[config.mk]
export PLATFORM = sky130hd
export DESIGN_NAME = ticfg_timer_config
export DESIGN_NICKNAME = d
export VERILOG_FILES = /design/src/design/ticfg_pkg.sv /design/src/design/ticfg_pin_sync.sv /design/src/design/ticfg_timer_config.sv
export SDC_FILE = /design/constraint.sdc
export NUM_CORES = 1
export LEC_CHECK = 0
export BUFFER_PORTS_ARGS = -buffer_cell sky130_fd_sc_hd__buf_2
export CAP_MARGIN = 30
export CELL_PAD_IN_SITES_DETAIL_PLACEMENT = 1
export CELL_PAD_IN_SITES_GLOBAL_PLACEMENT = 2
export CORE_AREA = 2 2 96 98
export DETAILED_ROUTE_END_ITERATION = 8
export DIE_AREA = 0 0 98 100
export PLACE_DENSITY_LB_ADDON = 0.1
export SLEW_MARGIN = 20
export SYNTH_ARGS = -nofsm -noshare
export SYNTH_HDL_FRONTEND = slang
export SYNTH_HIERARCHICAL = 1
export SYNTH_SLANG_ARGS = --single-unit
export TNS_END_PERCENT = 20
[constraint.sdc]
create_clock -name clock -period 2.4 [get_ports clock]
set_input_delay 0.48 -clock clock [delete_from_list [all_inputs] [get_ports clock]]
set_output_delay 0.48 -clock clock [all_outputs]
set_load 0.005 [all_outputs]
[src/design/ticfg_pkg.sv]
// Package of constants for the timer input configuration block
// Function
// - A write strobe with the port selected captures the data byte into the config latch.
// - One latch bit routes either the processor clock or the diagnostic signal to counter 2 clock.
// - One latch bit makes counter 2 gate either always enabled or the diagnostic signal.
// - With the diagnostic gate and the processor clock chosen, counter 2 counts processor clocks only while it is active.
// - One latch bit routes either the processor clock or counter 2 output to counter 1 clock.
// - The two low latch bits invert the counter 1 and counter 2 outputs toward the interrupts.
// - The latch may be rewritten at any time and new selections take effect at once.
// - Counter 0 always runs from the 2 MHz clock with its gate always enabled.
// - A rising edge of counter 0 output sets the tick interrupt flip-flop.
// - A read of the configuration port clears the tick interrupt flip-flop.
// - Counter 0 counts without stop, ticks at maximum count, wraps to zero and goes on.
// - Only the low data byte is used and one device is accessed per cycle.
package ticfg_pkg;
    localparam logic [15:0] TICFG_CFG_ADDR = 16'h3200; // Port address, decoded outside
    localparam int TICFG_DATA_W = 8;
    localparam logic [7:0] TICFG_CFG_RESET = 8'h00;
    localparam int TICFG_BIT_INV_C1 = 0;
    localparam int TICFG_BIT_INV_C2 = 1;
    localparam int TICFG_BIT_C2_CLK = 2;
    localparam int TICFG_BIT_C2_GATE = 3;
    localparam int TICFG_BIT_C1_CLK = 4;
    localparam int TICFG_SYNC_STAGES = 3;
    localparam int TICFG_C0_WIDTH = 16; // Counter 0 width, plain default
    // Positions within the synchronised pin vector
    localparam int TICFG_PIN_DATA = 0;
    localparam int TICFG_PIN_SEL = 8;
    localparam int TICFG_PIN_WR = 9;
    localparam int TICFG_PIN_RD = 10;
    localparam int TICFG_PIN_DIAG = 11;
    localparam int TICFG_PIN_PCLK = 12;
    localparam int TICFG_PIN_CLK2M = 13;
    localparam int TICFG_PIN_C1OUT = 14;
    localparam int TICFG_PIN_C2OUT = 15;
    localparam int TICFG_PIN_W = 16;
    localparam logic [TICFG_PIN_W-1:0] TICFG_PIN_RESET = 16'h0700;
endpackage : ticfg_pkg

[src/design/ticfg_pin_sync.sv]
// Three-stage pin synchroniser with agreement filter
`timescale 1ns/1ps
module ticfg_pin_sync
    import ticfg_pkg::*;
#(
    parameter int WIDTH = TICFG_PIN_W,
    parameter logic [TICFG_PIN_W-1:0] INIT = TICFG_PIN_RESET
)
(
    // Clock and reset
    input wire logic clock,
    input wire logic rst_n,
    // Pins in, filtered levels out
    input wire logic [WIDTH-1:0] pin_in,
    output logic [WIDTH-1:0] level_out
);
    logic [WIDTH-1:0] meta_ff;
    logic [WIDTH-1:0] mid_ff;
    logic [WIDTH-1:0] last_ff;
    logic [WIDTH-1:0] level_ff;
    logic [WIDTH-1:0] nxt_level;

    // Accept a change once stages two and three agree
    always_comb
    begin
        for (int i = 0; i < WIDTH; i++)
        begin
            nxt_level[i] = (mid_ff[i] == last_ff[i]) ? last_ff[i] : level_ff[i];
        end
    end

    // Synchroniser chain
    always_ff @(posedge clock or negedge rst_n)
    begin
        if (!rst_n)
        begin
            meta_ff <= INIT[WIDTH-1:0];
            mid_ff <= INIT[WIDTH-1:0];
            last_ff <= INIT[WIDTH-1:0];
            level_ff <= INIT[WIDTH-1:0];
        end
        else
        begin
            meta_ff <= pin_in;
            mid_ff <= meta_ff;
            last_ff <= mid_ff;
            level_ff <= nxt_level;
        end
    end

    assign level_out = level_ff;
endmodule : ticfg_pin_sync

[src/design/ticfg_timer_config.sv]
// Timer input configuration latch, source muxes and tick interrupt
`timescale 1ns/1ps
module ticfg_timer_config
    import ticfg_pkg::*;
#(
    parameter int C0_WIDTH = TICFG_C0_WIDTH
)
(
    // Clock and reset
    input wire logic clock,
    input wire logic rst_n,
    // Processor I/O bus, low byte only
    input wire logic timer_cfg_select_n,
    input wire logic io_write_strobe_n,
    input wire logic io_read_strobe_n,
    input wire logic [7:0] io_data_in,
    output logic [7:0] io_data_out,
    output logic io_data_oe,
    // Clock sources and diagnostic signal
    input wire logic pclk_in,
    input wire logic clk2m_in,
    input wire logic diag_event_signal,
    // Counter connections
    input wire logic counter1_out,
    input wire logic counter2_out,
    output logic counter2_clk,
    output logic counter2_gate_input,
    output logic counter1_clk,
    // Interrupt requests to the processor
    output logic counter1_irq,
    output logic counter2_irq,
    output logic timer_tick_irq,
    // Latch contents for observation
    output logic [7:0] timer_input_config
);
    logic [TICFG_PIN_W-1:0] pins;
    logic [TICFG_PIN_W-1:0] lvl;
    logic [7:0] data_s;
    logic sel_s;
    logic wr_s;
    logic rd_s;
    logic diag_s;
    logic pclk_s;
    logic clk2m_s;
    logic wr_prev_ff;
    logic rd_prev_ff;
    logic clk2m_prev_ff;
    logic wr_ev;
    logic rd_ev;
    logic c0_step;
    logic [7:0] cfg_ff;
    logic [7:0] nxt_cfg;
    logic irq_ff;
    logic nxt_irq;
    logic [C0_WIDTH-1:0] c0_cnt_ff;
    logic [C0_WIDTH-1:0] nxt_c0_cnt;
    logic c0_out_ff;
    logic nxt_c0_out;
    logic c0_rise;
    logic [7:0] dout_ff;
    logic [7:0] nxt_dout;
    logic oe_ff;
    logic nxt_oe;
    logic c2clk_ff;
    logic nxt_c2clk;
    logic c2gate_ff;
    logic nxt_c2gate;
    logic c1clk_ff;
    logic nxt_c1clk;
    logic c1irq_ff;
    logic nxt_c1irq;
    logic c2irq_ff;
    logic nxt_c2irq;

    // Every pin input crosses in through the filter
    assign pins = {counter2_out, counter1_out, clk2m_in, pclk_in, diag_event_signal,
                   io_read_strobe_n, io_write_strobe_n, timer_cfg_select_n, io_data_in};

    ticfg_pin_sync #(.WIDTH(TICFG_PIN_W), .INIT(TICFG_PIN_RESET)) u_sync (
        .clock(clock),
        .rst_n(rst_n),
        .pin_in(pins),
        .level_out(lvl)
    );

    // Field extraction from filtered pins
    assign data_s = lvl[TICFG_PIN_DATA +: TICFG_DATA_W];
    assign sel_s = ~lvl[TICFG_PIN_SEL];
    assign wr_s = ~lvl[TICFG_PIN_WR];
    assign rd_s = ~lvl[TICFG_PIN_RD];
    assign diag_s = lvl[TICFG_PIN_DIAG];
    assign pclk_s = lvl[TICFG_PIN_PCLK];
    assign clk2m_s = lvl[TICFG_PIN_CLK2M];

    // Bus events: latch on strobe release, clear on read start
    assign wr_ev = wr_prev_ff && !wr_s && sel_s;
    assign rd_ev = !rd_prev_ff && rd_s && sel_s;
    assign c0_step = clk2m_s && !clk2m_prev_ff;
    assign c0_rise = nxt_c0_out && !c0_out_ff;

    // Configuration latch, writable at any time
    always_comb
    begin
        nxt_cfg = cfg_ff;
        if (wr_ev)
        begin
            nxt_cfg = data_s;
        end
    end

    // Counter 0: free running, ticks at maximum, wraps
    always_comb
    begin
        nxt_c0_cnt = c0_cnt_ff;
        nxt_c0_out = c0_out_ff;
        if (c0_step)
        begin
            nxt_c0_cnt = c0_cnt_ff + 1'b1;
            nxt_c0_out = (c0_cnt_ff == {C0_WIDTH{1'b1}});
        end
    end

    // Tick interrupt: a new tick wins over a clearing read
    always_comb
    begin
        nxt_irq = irq_ff;
        if (rd_ev)
        begin
            nxt_irq = 1'b0;
        end
        if (c0_rise)
        begin
            nxt_irq = 1'b1;
        end
    end

    // Source muxes, gate and output inversion
    always_comb
    begin
        nxt_c2clk = cfg_ff[TICFG_BIT_C2_CLK] ? diag_s : pclk_s;
        nxt_c2gate = cfg_ff[TICFG_BIT_C2_GATE] ? diag_s : 1'b1;
        nxt_c1clk = cfg_ff[TICFG_BIT_C1_CLK] ? lvl[TICFG_PIN_C2OUT] : pclk_s;
        nxt_c1irq = lvl[TICFG_PIN_C1OUT] ^ cfg_ff[TICFG_BIT_INV_C1];
        nxt_c2irq = lvl[TICFG_PIN_C2OUT] ^ cfg_ff[TICFG_BIT_INV_C2];
        nxt_oe = sel_s && rd_s;
        nxt_dout = cfg_ff;
    end

    // State registers
    always_ff @(posedge clock or negedge rst_n)
    begin
        if (!rst_n)
        begin
            cfg_ff <= TICFG_CFG_RESET;
            irq_ff <= 1'b0;
            c0_cnt_ff <= '0;
            c0_out_ff <= 1'b0;
            wr_prev_ff <= 1'b0;
            rd_prev_ff <= 1'b0;
            clk2m_prev_ff <= 1'b0;
            dout_ff <= 8'h00;
            oe_ff <= 1'b0;
            c2clk_ff <= 1'b0;
            c2gate_ff <= 1'b1;
            c1clk_ff <= 1'b0;
            c1irq_ff <= 1'b0;
            c2irq_ff <= 1'b0;
        end
        else
        begin
            cfg_ff <= nxt_cfg;
            irq_ff <= nxt_irq;
            c0_cnt_ff <= nxt_c0_cnt;
            c0_out_ff <= nxt_c0_out;
            wr_prev_ff <= wr_s;
            rd_prev_ff <= rd_s;
            clk2m_prev_ff <= clk2m_s;
            dout_ff <= nxt_dout;
            oe_ff <= nxt_oe;
            c2clk_ff <= nxt_c2clk;
            c2gate_ff <= nxt_c2gate;
            c1clk_ff <= nxt_c1clk;
            c1irq_ff <= nxt_c1irq;
            c2irq_ff <= nxt_c2irq;
        end
    end

    // Outputs, all from flip-flops
    assign io_data_out = dout_ff;
    assign io_data_oe = oe_ff;
    assign counter2_clk = c2clk_ff;
    assign counter2_gate_input = c2gate_ff;
    assign counter1_clk = c1clk_ff;
    assign counter1_irq = c1irq_ff;
    assign counter2_irq = c2irq_ff;
    assign timer_tick_irq = irq_ff;
    assign timer_input_config = cfg_ff;

    // Checks on latch, muxes and interrupt
    chk_cfg_capture: assert property (@(posedge clock) disable iff (!rst_n)
        wr_ev |=> timer_input_config == $past(data_s))
        else $error("config latch missed a write");
    chk_cfg_hold: assert property (@(posedge clock) disable iff (!rst_n)
        !wr_ev |=> $stable(timer_input_config))
        else $error("config latch changed without a write");
    chk_c2_clock_mux: assert property (@(posedge clock) disable iff (!rst_n)
        ##1 counter2_clk == ($past(cfg_ff[TICFG_BIT_C2_CLK]) ? $past(diag_s) : $past(pclk_s)))
        else $error("counter 2 clock source wrong");
    chk_c2_gate_open: assert property (@(posedge clock) disable iff (!rst_n)
        !cfg_ff[TICFG_BIT_C2_GATE] |=> counter2_gate_input)
        else $error("counter 2 gate not enabled");
    chk_c2_gate_diag: assert property (@(posedge clock) disable iff (!rst_n)
        cfg_ff[TICFG_BIT_C2_GATE] |=> counter2_gate_input == $past(diag_s))
        else $error("counter 2 gate does not follow diagnostic");
    chk_c1_clock_mux: assert property (@(posedge clock) disable iff (!rst_n)
        cfg_ff[TICFG_BIT_C1_CLK] |=> counter1_clk == $past(lvl[TICFG_PIN_C2OUT]))
        else $error("counter 1 not cascaded");
    chk_out_invert: assert property (@(posedge clock) disable iff (!rst_n)
        ##1 (counter1_irq == ($past(lvl[TICFG_PIN_C1OUT]) ^ $past(cfg_ff[TICFG_BIT_INV_C1])))
        && (counter2_irq == ($past(lvl[TICFG_PIN_C2OUT]) ^ $past(cfg_ff[TICFG_BIT_INV_C2]))))
        else $error("counter output inversion wrong");
    chk_tick_set: assert property (@(posedge clock) disable iff (!rst_n)
        c0_rise |=> timer_tick_irq)
        else $error("tick did not raise interrupt");
    chk_tick_clear: assert property (@(posedge clock) disable iff (!rst_n)
        rd_ev && !c0_rise |=> !timer_tick_irq)
        else $error("read did not clear interrupt");
    chk_c0_wrap: assert property (@(posedge clock) disable iff (!rst_n)
        c0_step && (c0_cnt_ff == {C0_WIDTH{1'b1}}) |=> (c0_cnt_ff == '0) && c0_out_ff)
        else $error("counter 0 did not wrap with tick");
endmodule : ticfg_timer_config

==> metrics.csv, run 1 <==
metric;value;unit
worst_setup_path_start_kind;register;
worstReg2RegStart;u_sync/level_out[13];
postRouteWirelength;4.85;mm
fp.dieW;98;um
setup.worst_path.class;reg2reg;
grt_remaining_overflow;0;
internal_power;2680;uW
start_util;0.384;
final_hold_viol_count;0;
critPathMaxStageDelay;0.47;ns
synth-seq-area-share;0.789;
yosys_warnings;6;
final_setup_slack_of_the_worst_path;0.843;ns
vias;1609;
p_leak;0.00183;uW
finalNetCount;264;
post-cts-setup-buffer-count;0;
synth_cell_type_count;26;
antenna_cells_inserted;0;
final_weighted_congestion_in_routability_driven_placement;0.721;
status;finished, final reports clean;
pwr-share-seq;0.612;
area_of_the_die;9800;um^2
vias_per_cell;4.46;
synthCells;192;
design.core.area;8890;um^2
synth.net_count;211;
route.antenna.remaining_nets;0;
layout_commonest_cell;sky130_fd_sc_hd__dfrtp_1;
number_of_global_route_vias_before_repair;1702;
area.growth.synth_to_final;16.1;%
p_comb_frac;0.111;
min-delay-start;io_write_strobe_n;
pwr_per_cell_area;908;nW/um^2
ctsHtreeMaxLevel;3;
clk_transition_reported_paths;0.10;ns
worst_hold_path.num_cells;1;
synth_top_area_frac;0.689;
ys_ff_latch;107;
min_to;u_sync/meta_ff[9];
power.switching;923;uW
worst-r2r-setup-slack;0.84;ns
cp_data_required_time;2.65;ns
layout_worst_path_cycle_share;0.649;
crit_fanout;7;
grt_usage;0.112;
bufs_on_longest_clock_path;2;
numPortBuffers;40;
yosysTopAreaCell;sky130_fd_sc_hd__dfrtp_1;
insertion_delay;0.36;ns
syn_area;3420;um^2
global_route_wire_length_before_repair;8.38;mm
arrival;1.80;ns
totalNegativeSetupSlack;0;ns
max_slew.worst_pin.slew;0.516;ns
grt_start_max_net_pins;66;
rsz_0062_raised_after_global_routing;false;
cts_buffers;9;
synth.area.top_cells;sky130_fd_sc_hd__dfrtp_1 69%, sky130_fd_sc_hd__dfstp_2 10%, sky130_fd_sc_hd__maj3_2 5.3%, sky130_fd_sc_hd__mux2_2 3.6%, sky130_fd_sc_hd__xor2_1 2.3%;
max_cap_violations;0;
power_frac_clock;0.276;
timing.critical_path.to_type;register;
cts.sink_count;107;
layout-drive-gt1-share;0.420;
finalMaxSlewViolations;0;
remaining_drc_errors;0;
holdCritPathClass;in2reg;
worst_ir_drop_vdd;293;uV
timing.max_slew.rel_slack;0.655;
io_pins;41;
fmax;642;MHz
drtPass1Iterations;3;
clock-skew-final;0.0149;ns
mostFrequentLayoutCells;94 x sky130_fd_sc_hd__dfrtp_1, 39 x sky130_fd_sc_hd__buf_2, 16 x sky130_fd_sc_hd__maj3_2, 13 x sky130_fd_sc_hd__dfstp_2, 11 x sky130_fd_sc_hd__mux2_2;
synth_area_per_cell;17.8;um^2
root_buffer;sky130_fd_sc_hd__clkbuf_8;
cts_tree;done;
placement_rows;35;
setup_viol;0;
pre_cts_ws;0.835;ns
r2r-end;c0_cnt_ff[7];
timing.final.crit_period;1.56;ns
post_drt_wl_per_cell;13.4;um
chipHeight;100;um
rr_worst_depth;4;
antenna_found_initial;0;
sw_frac_of_total;0.256;
critical_path.cell_chain;nor2b_1 > and3_2 > nand4_1 > xnor2_1;
critPathSlowestCell;sky130_fd_sc_hd__nor2b_1;
drt_iter0_drc;10;
hpwlAfterDp;3.21;mm
routing by layer:
layer | global-route usage | part of all wire | up-vias | wire length, um
met5 | 0 | 0 | - | 0
met4 | 0.0545 | 0.018 | 0 | 86
met3 | 0.0390 | 0.046 | 6 | 224
met2 | 0.163 | 0.47 | 32 | 2260
met1 | 0.150 | 0.47 | 825 | 2280
li1 | - | - | 746 | -
worst max-delay path, delay by kind of cell (launching register included):
| family | cells | cell delay, ns |
|---|---|---|
| xor gates and xnor gates | 1 | 0.14 |
| DFF | 1 | 0.43 |
| and+or+nand+nor | 3 | 0.87 |
final cells by class:
cell class,instances,area [um^2]
multi-input combinational,80,702
timing repair buffer,43,240
inverter,4,15.0
tap,111,139
clock buffer,11,131
clock inverter,5,45.0
fill,897,4920
sequential,107,2690
stage by stage:
stage	instance area [um^2]	util	instances	total power (uW)	hold WS, ns
final	3970	0.446	361	3600	0.208
after floorplan	3420	-	192	2420	0.184
after global routing	3970	0.446	361	3820	0.174
after CTS	3970	0.446	361	3680	0.189
after detailed placement	3780	0.425	344	2660	0.336
after global placement	3780	0.425	344	2640	0.333
cell usage after synthesis (all sizes together):
library cell / count
xnor2: 8
or2: 1
nand2: 6
nand2b: 1
ha: 1
dfstp: 13
nor3: 3
nor2: 5
maj3: 16
and4: 2
nand4: 4
and3: 4
buf: 1
xor2: 9
mux2: 11
inv: 4
nand3b: 2
nor2b: 1
o21ai: 2
o31ai: 1
dfrtp: 94
nand3: 3
power by group through the flow:
stage | clock network (uW) | logic (uW) | registers, uW
6_report | 996 | 401 | 2200
3_5_place_dp | 0 | 412 | 2250
5_1_grt | 1120 | 449 | 2250
2_1_floorplan | 0 | 189 | 2230
3_3_place_gp | 0 | 402 | 2240
4_1_cts | 1050 | 415 | 2210
worst max path at each step:
stage | from | slack (ns) | endpoint
global route | u_sync/level_out[13] | 0.70 | c0_cnt_ff[7]
finish | u_sync/level_out[13] | 0.84 | c0_cnt_ff[7]
CTS | u_sync/level_out[13] | 0.82 | c0_cnt_ff[7]
global placement | u_sync/level_out[13] | 0.92 | c0_cnt_ff[7]
detailed placement | u_sync/level_out[13] | 0.83 | c0_cnt_ff[7]
floorplan | c0_cnt_ff[0] | 1.11 | c0_cnt_ff[12]
logic make-up after synthesis:
group                    Yosys count  share of synthesized area
adder cells (fa/ha/maj)           17                     0.0564
flip-flops                       107                      0.789
AO/OA/AOI/OAI                      3                    0.00513
XOR/XNOR                          17                     0.0436
multiplexers                      11                     0.0363
AND/OR/NAND/NOR                   32                     0.0641
buffers and inverters              5                    0.00586
sequential cells by signal, indices dropped and copies added, names as in the netlist:
| signal | flops |
|---|---|
| c0_cnt_ff | 16 |
| c0_out_ff | 1 |
| clk2m_prev_ff | 1 |
| counter1_clk | 1 |
| counter1_irq | 1 |
| counter2_clk | 1 |
| counter2_gate_input | 1 |
| counter2_irq | 1 |
| io_data_oe | 1 |
| io_data_out | 8 |
| rd_prev_ff | 1 |
| timer_input_config | 8 |
| timer_tick_irq | 1 |
| u_sync/last_ff | 16 |
| u_sync/level_out | 16 |
| u_sync/meta_ff | 16 |
| u_sync/mid_ff | 16 |
| wr_prev_ff | 1 |
timing repair:
| action | 4_1_cts | 5_1_grt |
|---|---|---|
| hold endpoints to repair | 15 | 0 |
| endpoints found under the setup margin | 0 | 0 |
| resized for setup | 0 | 0 |
| hold buffers | 1 | 0 |
(Power assumes the default switching activity.)
==> run 2: changes to the inputs <==
- CORE_AREA: 2 2 96 98 -> 2 2 98 100
- DIE_AREA: 0 0 98 100 -> 0 0 100 102
- clock period: 2.4 -> 1.43 ns (I/O delays scaled with it)
==> run 2 against run 1 <==
  * Routed wire length grew 2.3%
  * Via count is 2.4% higher
  * Register-to-register slack lost 0.75 ns
  * Sequential power rose by 69%
  * Clock power grew 76%
  * Core utilization is 0.31 points higher
  * Non-clock buffer count rose by 8
  * Critical path depth up 1
==> metrics.csv, run 2 (same netlist as run 1, synthesis figures left out) <==
metric;value;unit;change
status;finished, final reports clean;;
finalNetCount;272;;+3.0%
setup.worst_path.class;reg2reg;;
numPortBuffers;40;;unchanged
vias;1647;;+2.4%
critical_path.cell_chain;ha_2 > nand3b_4 > or2_4 > nor2_2 > xor2_1;;
cts_tree;done;;
r2r-end;c0_cnt_ff[6];;
layout-drive-gt1-share;0.450;;+0.0296
drt_iter0_drc;38;;+28
grt_start_max_net_pins;40;;-39%
clk_transition_reported_paths;0.10;ns;about the same
vias_per_cell;4.46;;+0.14%
hpwlAfterDp;3.40;mm;+5.8%
critPathSlowestCell;sky130_fd_sc_hd__dfrtp_1;;
pwr_per_cell_area;1510;nW/um^2;+66%
min-delay-start;timer_cfg_select_n;;
worst_hold_path.num_cells;1;;unchanged
placement_rows;35;;unchanged
crit_fanout;3;;-4
holdWs;0.0264;ns;-0.182 ns
clock-skew-final;0.00999;ns;-0.00492 ns
pre_cts_ws;0.0564;ns;-0.778 ns
max_slew.worst_pin.slew;0.321;ns;-0.195 ns
arrival;1.62;ns;-0.18 ns
holdCritPathClass;in2reg;;
placed_cells;348;;+1.2%
cp_data_required_time;1.71;ns;-0.94 ns
fmax;746;MHz;+16%
postRouteWirelength;4.96;mm;+2.3%
insertion_delay;0.35;ns;about the same
final_weighted_congestion_in_routability_driven_placement;0.675;;-6.4%
start_util;0.375;;-0.00924
area.growth.synth_to_final;19.8;%;
chipHeight;102;um;+2.0%
placement.cell_area;3830;um^2;+1.5%
postLayoutCellArea;4090;um^2;+3.2%
total_power;6170;uW;+71%
worst_setup_path_start_kind;register;;
grt_usage;0.109;;-0.00306
root_buffer;sky130_fd_sc_hd__clkbuf_8;;
timing.critical_path.to_type;register;;
layout_worst_path_cycle_share;0.938;;+0.289
max_cap_violations;0;;unchanged
critPathMaxStageDelay;0.40;ns;-0.07 ns
worst_ir_drop_vdd;595;uV;+100%
global_route_wire_length_before_repair;8.56;mm;+2.1%
cts_buffers;9;;unchanged
worstReg2RegStart;c0_cnt_ff[0];;
number_of_global_route_vias_before_repair;1718;;+0.94%
instances_no_fill;369;;+2.2%
fp.dieW;100;um;+2.0%
design.core.area;9110;um^2;+2.5%
rr_worst_depth;5;;+1
ctsHtreeMaxLevel;3;;unchanged
final_setup_slack_of_the_worst_path;0.0894;ns;-0.754 ns
timing.final.crit_period;1.34;ns;-0.216 ns
layout_commonest_cell;sky130_fd_sc_hd__dfrtp_1;;
io_pins;41;;unchanged
drtPass1Iterations;2;;-1
post-cts-setup-buffer-count;0;;unchanged
bufs_on_longest_clock_path;2;;unchanged
min_to;u_sync/meta_ff[8];;
antenna_found_initial;0;;unchanged
setup_viol;0;;unchanged
area_of_the_die;10200;um^2;+4.1%
timing.max_slew.rel_slack;0.785;;+0.130
post_drt_wl_per_cell;13.4;um;about the same
antenna_cells_inserted;0;;unchanged
p_leak;0.00190;uW;+3.7%
worst-r2r-setup-slack;0.09;ns;-0.75 ns
remaining_drc_errors;0;;unchanged
final_hold_viol_count;0;;unchanged
route.antenna.remaining_nets;0;;unchanged
finalMaxSlewViolations;0;;unchanged
cts.sink_count;107;;unchanged
grt_remaining_overflow;0;;unchanged
mostFrequentLayoutCells;92 x sky130_fd_sc_hd__dfrtp_1, 39 x sky130_fd_sc_hd__buf_2, 16 x sky130_fd_sc_hd__maj3_2, 13 x sky130_fd_sc_hd__dfstp_2, 11 x sky130_fd_sc_hd__mux2_2;;
## run 2: cell count changes in the layout (fill, tap and decap cells not counted), sizes merged
cell,previous run,this run
clkbuf,11,10
clkinv,1,0
buf,42,46
inv,7,9
dlygate4sd3,1,5
## run 2: where the power goes
group / switching, uW / total [uW] / internal [uW]
logic: 292 / 704 / 412
registers: 266 / 3720 / 3450
clock network: 1030 / 1750 / 720
## run 2: worst max-delay path: cells and delay by family, from the launching register on
family / cells / cell delay (ns)
AND/OR/NAND/NOR: 3 / 0.52
flip-flops: 1 / 0.40
adder cells (fa/ha/maj): 1 / 0.21
XOR/XNOR: 1 / 0.15
## run 2: area by class of cell
class,instances,area (um^2)
Inverter,4,15.0
Multi-Input combinational cell,80,716
Sequential cell,107,2700
Tap cell,111,139
Fill cell,912,5020
Clock buffer,10,138
Timing Repair Buffer,51,335
Clock inverter,6,53.8
## run 2: metrics by stage
stage                util  TNS [ns]
floorplan               -         0
global placement    0.421         0
detailed placement  0.421         0
CTS                 0.443         0
global route        0.449  -0.00969
finish              0.449         0
## run 2: how the worst max path moves through the flow
stage                         from               endpoint  slack, ns  cells past startpoint
6_report              c0_cnt_ff[0]           c0_cnt_ff[6]       0.09                      5
5_1_grt               c0_cnt_ff[8]         timer_tick_irq      -0.01                      4
4_1_cts               c0_cnt_ff[0]          c0_cnt_ff[12]       0.04                      5
3_5_place_dp          c0_cnt_ff[0]          c0_cnt_ff[12]       0.06                      5
3_3_place_gp   u_sync/level_out[8]  timer_input_config[6]       0.11                      3
2_1_floorplan         c0_cnt_ff[0]          c0_cnt_ff[12]       0.14                      5
## run 2: timing repair
item                                   CTS  global route
setup endpoints to repair                0             3
resized for setup                        0             6
endpoints found under the hold margin   14             4
hold buffers                             1             4
## run 2: layer usage
layer  up-vias  track usage  routed length [um]
li1        762            -                   -
met1       850        0.150                2420
met2        30        0.165                2340
met3         5       0.0267                 144
met4         0       0.0474                  49
met5         -            0                   0
==> run 3: changes to the inputs <==
- PLACE_DENSITY: unset -> 0.83
- PLACE_DENSITY_LB_ADDON: 0.1 -> unset
==> run 3 against run 2 <==
  * Count of clock-buffer cells in the layout shrank 1
  * First-iteration DRC count shrank 34%
  * Register-to-register slack lost 0.03 ns
  * Power grew 1.6%
  * Hold slack lost 0.0060 ns
  * Sequential share of layout area shrank 1.2 points
  * Die area is the same
  * Setup slack lost 0.033 ns
  * Core utilization grew 0.87 points
==> metrics.csv, run 3 (same netlist as run 1, synthesis figures left out) <==
metric;value;unit;change
p_leak;0.00192;uW;+1.2%
crit_fanout;3;;unchanged
start_util;0.375;;unchanged
worst_ir_drop_vdd;628;uV;+5.6%
layout_worst_path_cycle_share;0.960;;+0.0229
mostFrequentLayoutCells;92 x sky130_fd_sc_hd__dfrtp_1, 39 x sky130_fd_sc_hd__buf_2, 16 x sky130_fd_sc_hd__maj3_2, 13 x sky130_fd_sc_hd__dfstp_2, 12 x sky130_fd_sc_hd__dlygate4sd3_1;;
global_route_wire_length_before_repair;8.78;mm;+2.7%
area.growth.synth_to_final;22.1;%;
hpwlAfterDp;3.48;mm;+2.3%
globalRouteMet3Util;0.0342;;+0.00752
number_of_global_route_vias_before_repair;1811;;+5.4%
post_drt_wl_per_cell;13.6;um;+1.3%
bufs_on_longest_clock_path;2;;unchanged
fp.dieW;100;um;unchanged
setup.worst_path.class;reg2reg;;
area_of_the_die;10200;um^2;unchanged
max_slew.worst_pin.slew;0.368;ns;+0.0473 ns
worst_setup_path_start_kind;register;;
fmax;728;MHz;-2.4%
insertion_delay;0.37;ns;+0.02 ns
final_hold_viol_count;0;;unchanged
grt_remaining_overflow;0;;unchanged
layout_commonest_cell;sky130_fd_sc_hd__dfrtp_1;;
drt_iter0_drc;25;;-34%
final_weighted_congestion_in_routability_driven_placement;0.724;;+7.2%
route.antenna.remaining_nets;0;;unchanged
timing.critical_path.to_type;register;;
grt_util_met1;0.141;;-0.00967
cts.sink_count;107;;unchanged
cts_tree;done;;
grt_usage;0.114;;+0.00510
final_setup_slack_of_the_worst_path;0.0567;ns;-0.0327 ns
rsz_0062_raised_after_global_routing;true;;
grt_start_max_net_pins;32;;-20%
timing.max_slew.rel_slack;0.755;;-0.0309
numPortBuffers;40;;unchanged
drtPass1Iterations;4;;+2
antenna_found_initial;0;;unchanged
arrival;1.66;ns;+0.04 ns
holdWs;0.0204;ns;-0.00597 ns
grt-busiest-layer;met2;;
finalMaxSlewViolations;0;;unchanged
remaining_drc_errors;0;;unchanged
placement_rows;35;;unchanged
root_buffer;sky130_fd_sc_hd__clkbuf_8;;
timing.final.crit_period;1.37;ns;+0.0327 ns
pre_cts_ws;0.0388;ns;-0.0176 ns
setup_viol;0;;unchanged
chipHeight;102;um;unchanged
clock-skew-final;0.0112;ns;+0.00123 ns
clk_transition_reported_paths;0.10;ns;about the same
antenna_cells_inserted;0;;unchanged
io_pins;41;;unchanged
layout-drive-gt1-share;0.436;;-0.0135
design.core.area;9110;um^2;unchanged
postRouteWirelength;5.13;mm;+3.5%
max_cap_violations;0;;unchanged
vias_per_cell;4.49;;+0.61%
ctsHtreeMaxLevel;3;;unchanged
status;finished, final reports clean;;
vias;1693;;+2.8%
holdCritPathClass;in2reg;;
groute.layer.met2.usage;0.186;;+0.0203
pwr_per_cell_area;1500;nW/um^2;-0.36%
finalNetCount;280;;+2.9%
cts_buffers;9;;unchanged
cp_data_required_time;1.72;ns;about the same
run 3: where the power goes:
part / switching [uW] / internal, uW / leakage (uW)
clock network: 1110 / 703 / 0.000100
registers: 258 / 3450 / 0.00127
logic: 308 / 441 / 0.000555
total: 1680 / 4590 / 0.00192
run 3: repair_timing:
item / 4_1_cts / 5_1_grt
hold buffers: 10 / 2
buffers inserted: 0 / 1
resized for setup: 0 / 4
endpoints found under the setup margin: 0 / 7
endpoints found under the hold margin: 28 / 2
run 3: final cells by class:
class                   instances  area, um^2
clock buffers                   9         124
flip-flops and latches        107        2700
fillers                       896        4940
clock inverters                 7        77.6
repair buffers                 59         413
well taps                     111         139
inverters                       4        15.0
multi-input cells              80         707
run 3: worst max-delay path, stage by stage, from the launching register on:
cell	delay, ns
sky130_fd_sc_hd__dfrtp_1	0.39
sky130_fd_sc_hd__ha_2	0.21
sky130_fd_sc_hd__nand3b_4	0.11
sky130_fd_sc_hd__or2_4	0.26
sky130_fd_sc_hd__nor3_2	0.19
sky130_fd_sc_hd__xnor2_1	0.14
run 3: layer usage:
layer	wire, um	vias to the layer above
met5	0	-
met1	2270	874
met4	95	0
met3	186	11
li1	-	780
met2	2580	28
run 3: path summary, 6_finish.rpt:
| check | start | to | slack (ns) | depth (start not counted) |
|---|---|---|---|---|
| min in group asynchronous | rst_n | u_sync/mid_ff[2] | 0.36 | 2 |
| max in group asynchronous | rst_n | counter2_gate_input | 0.51 | 3 |
| max | c0_cnt_ff[0] | c0_cnt_ff[12] | 0.06 | 5 |
| max reg2reg | c0_cnt_ff[0] | c0_cnt_ff[12] | 0.06 | 5 |
| min | io_data_in[1] | u_sync/meta_ff[1] | 0.02 | 1 |
| min reg2reg | u_sync/meta_ff[2] | u_sync/mid_ff[2] | 0.35 | 0 |
run 3: per-stage QoR:
step / cell area (um^2) / utilization / setup TNS, ns / total power (uW) / instances
floorplan: 3420 / - / 0 / 4060 / 192
global placement: 3830 / 0.421 / 0 / 4440 / 348
detailed placement: 3830 / 0.421 / 0 / 4500 / 348
CTS: 4140 / 0.454 / 0 / 6360 / 374
global route: 4170 / 0.458 / -0.0855 / 6640 / 377
finish: 4170 / 0.458 / 0 / 6270 / 377
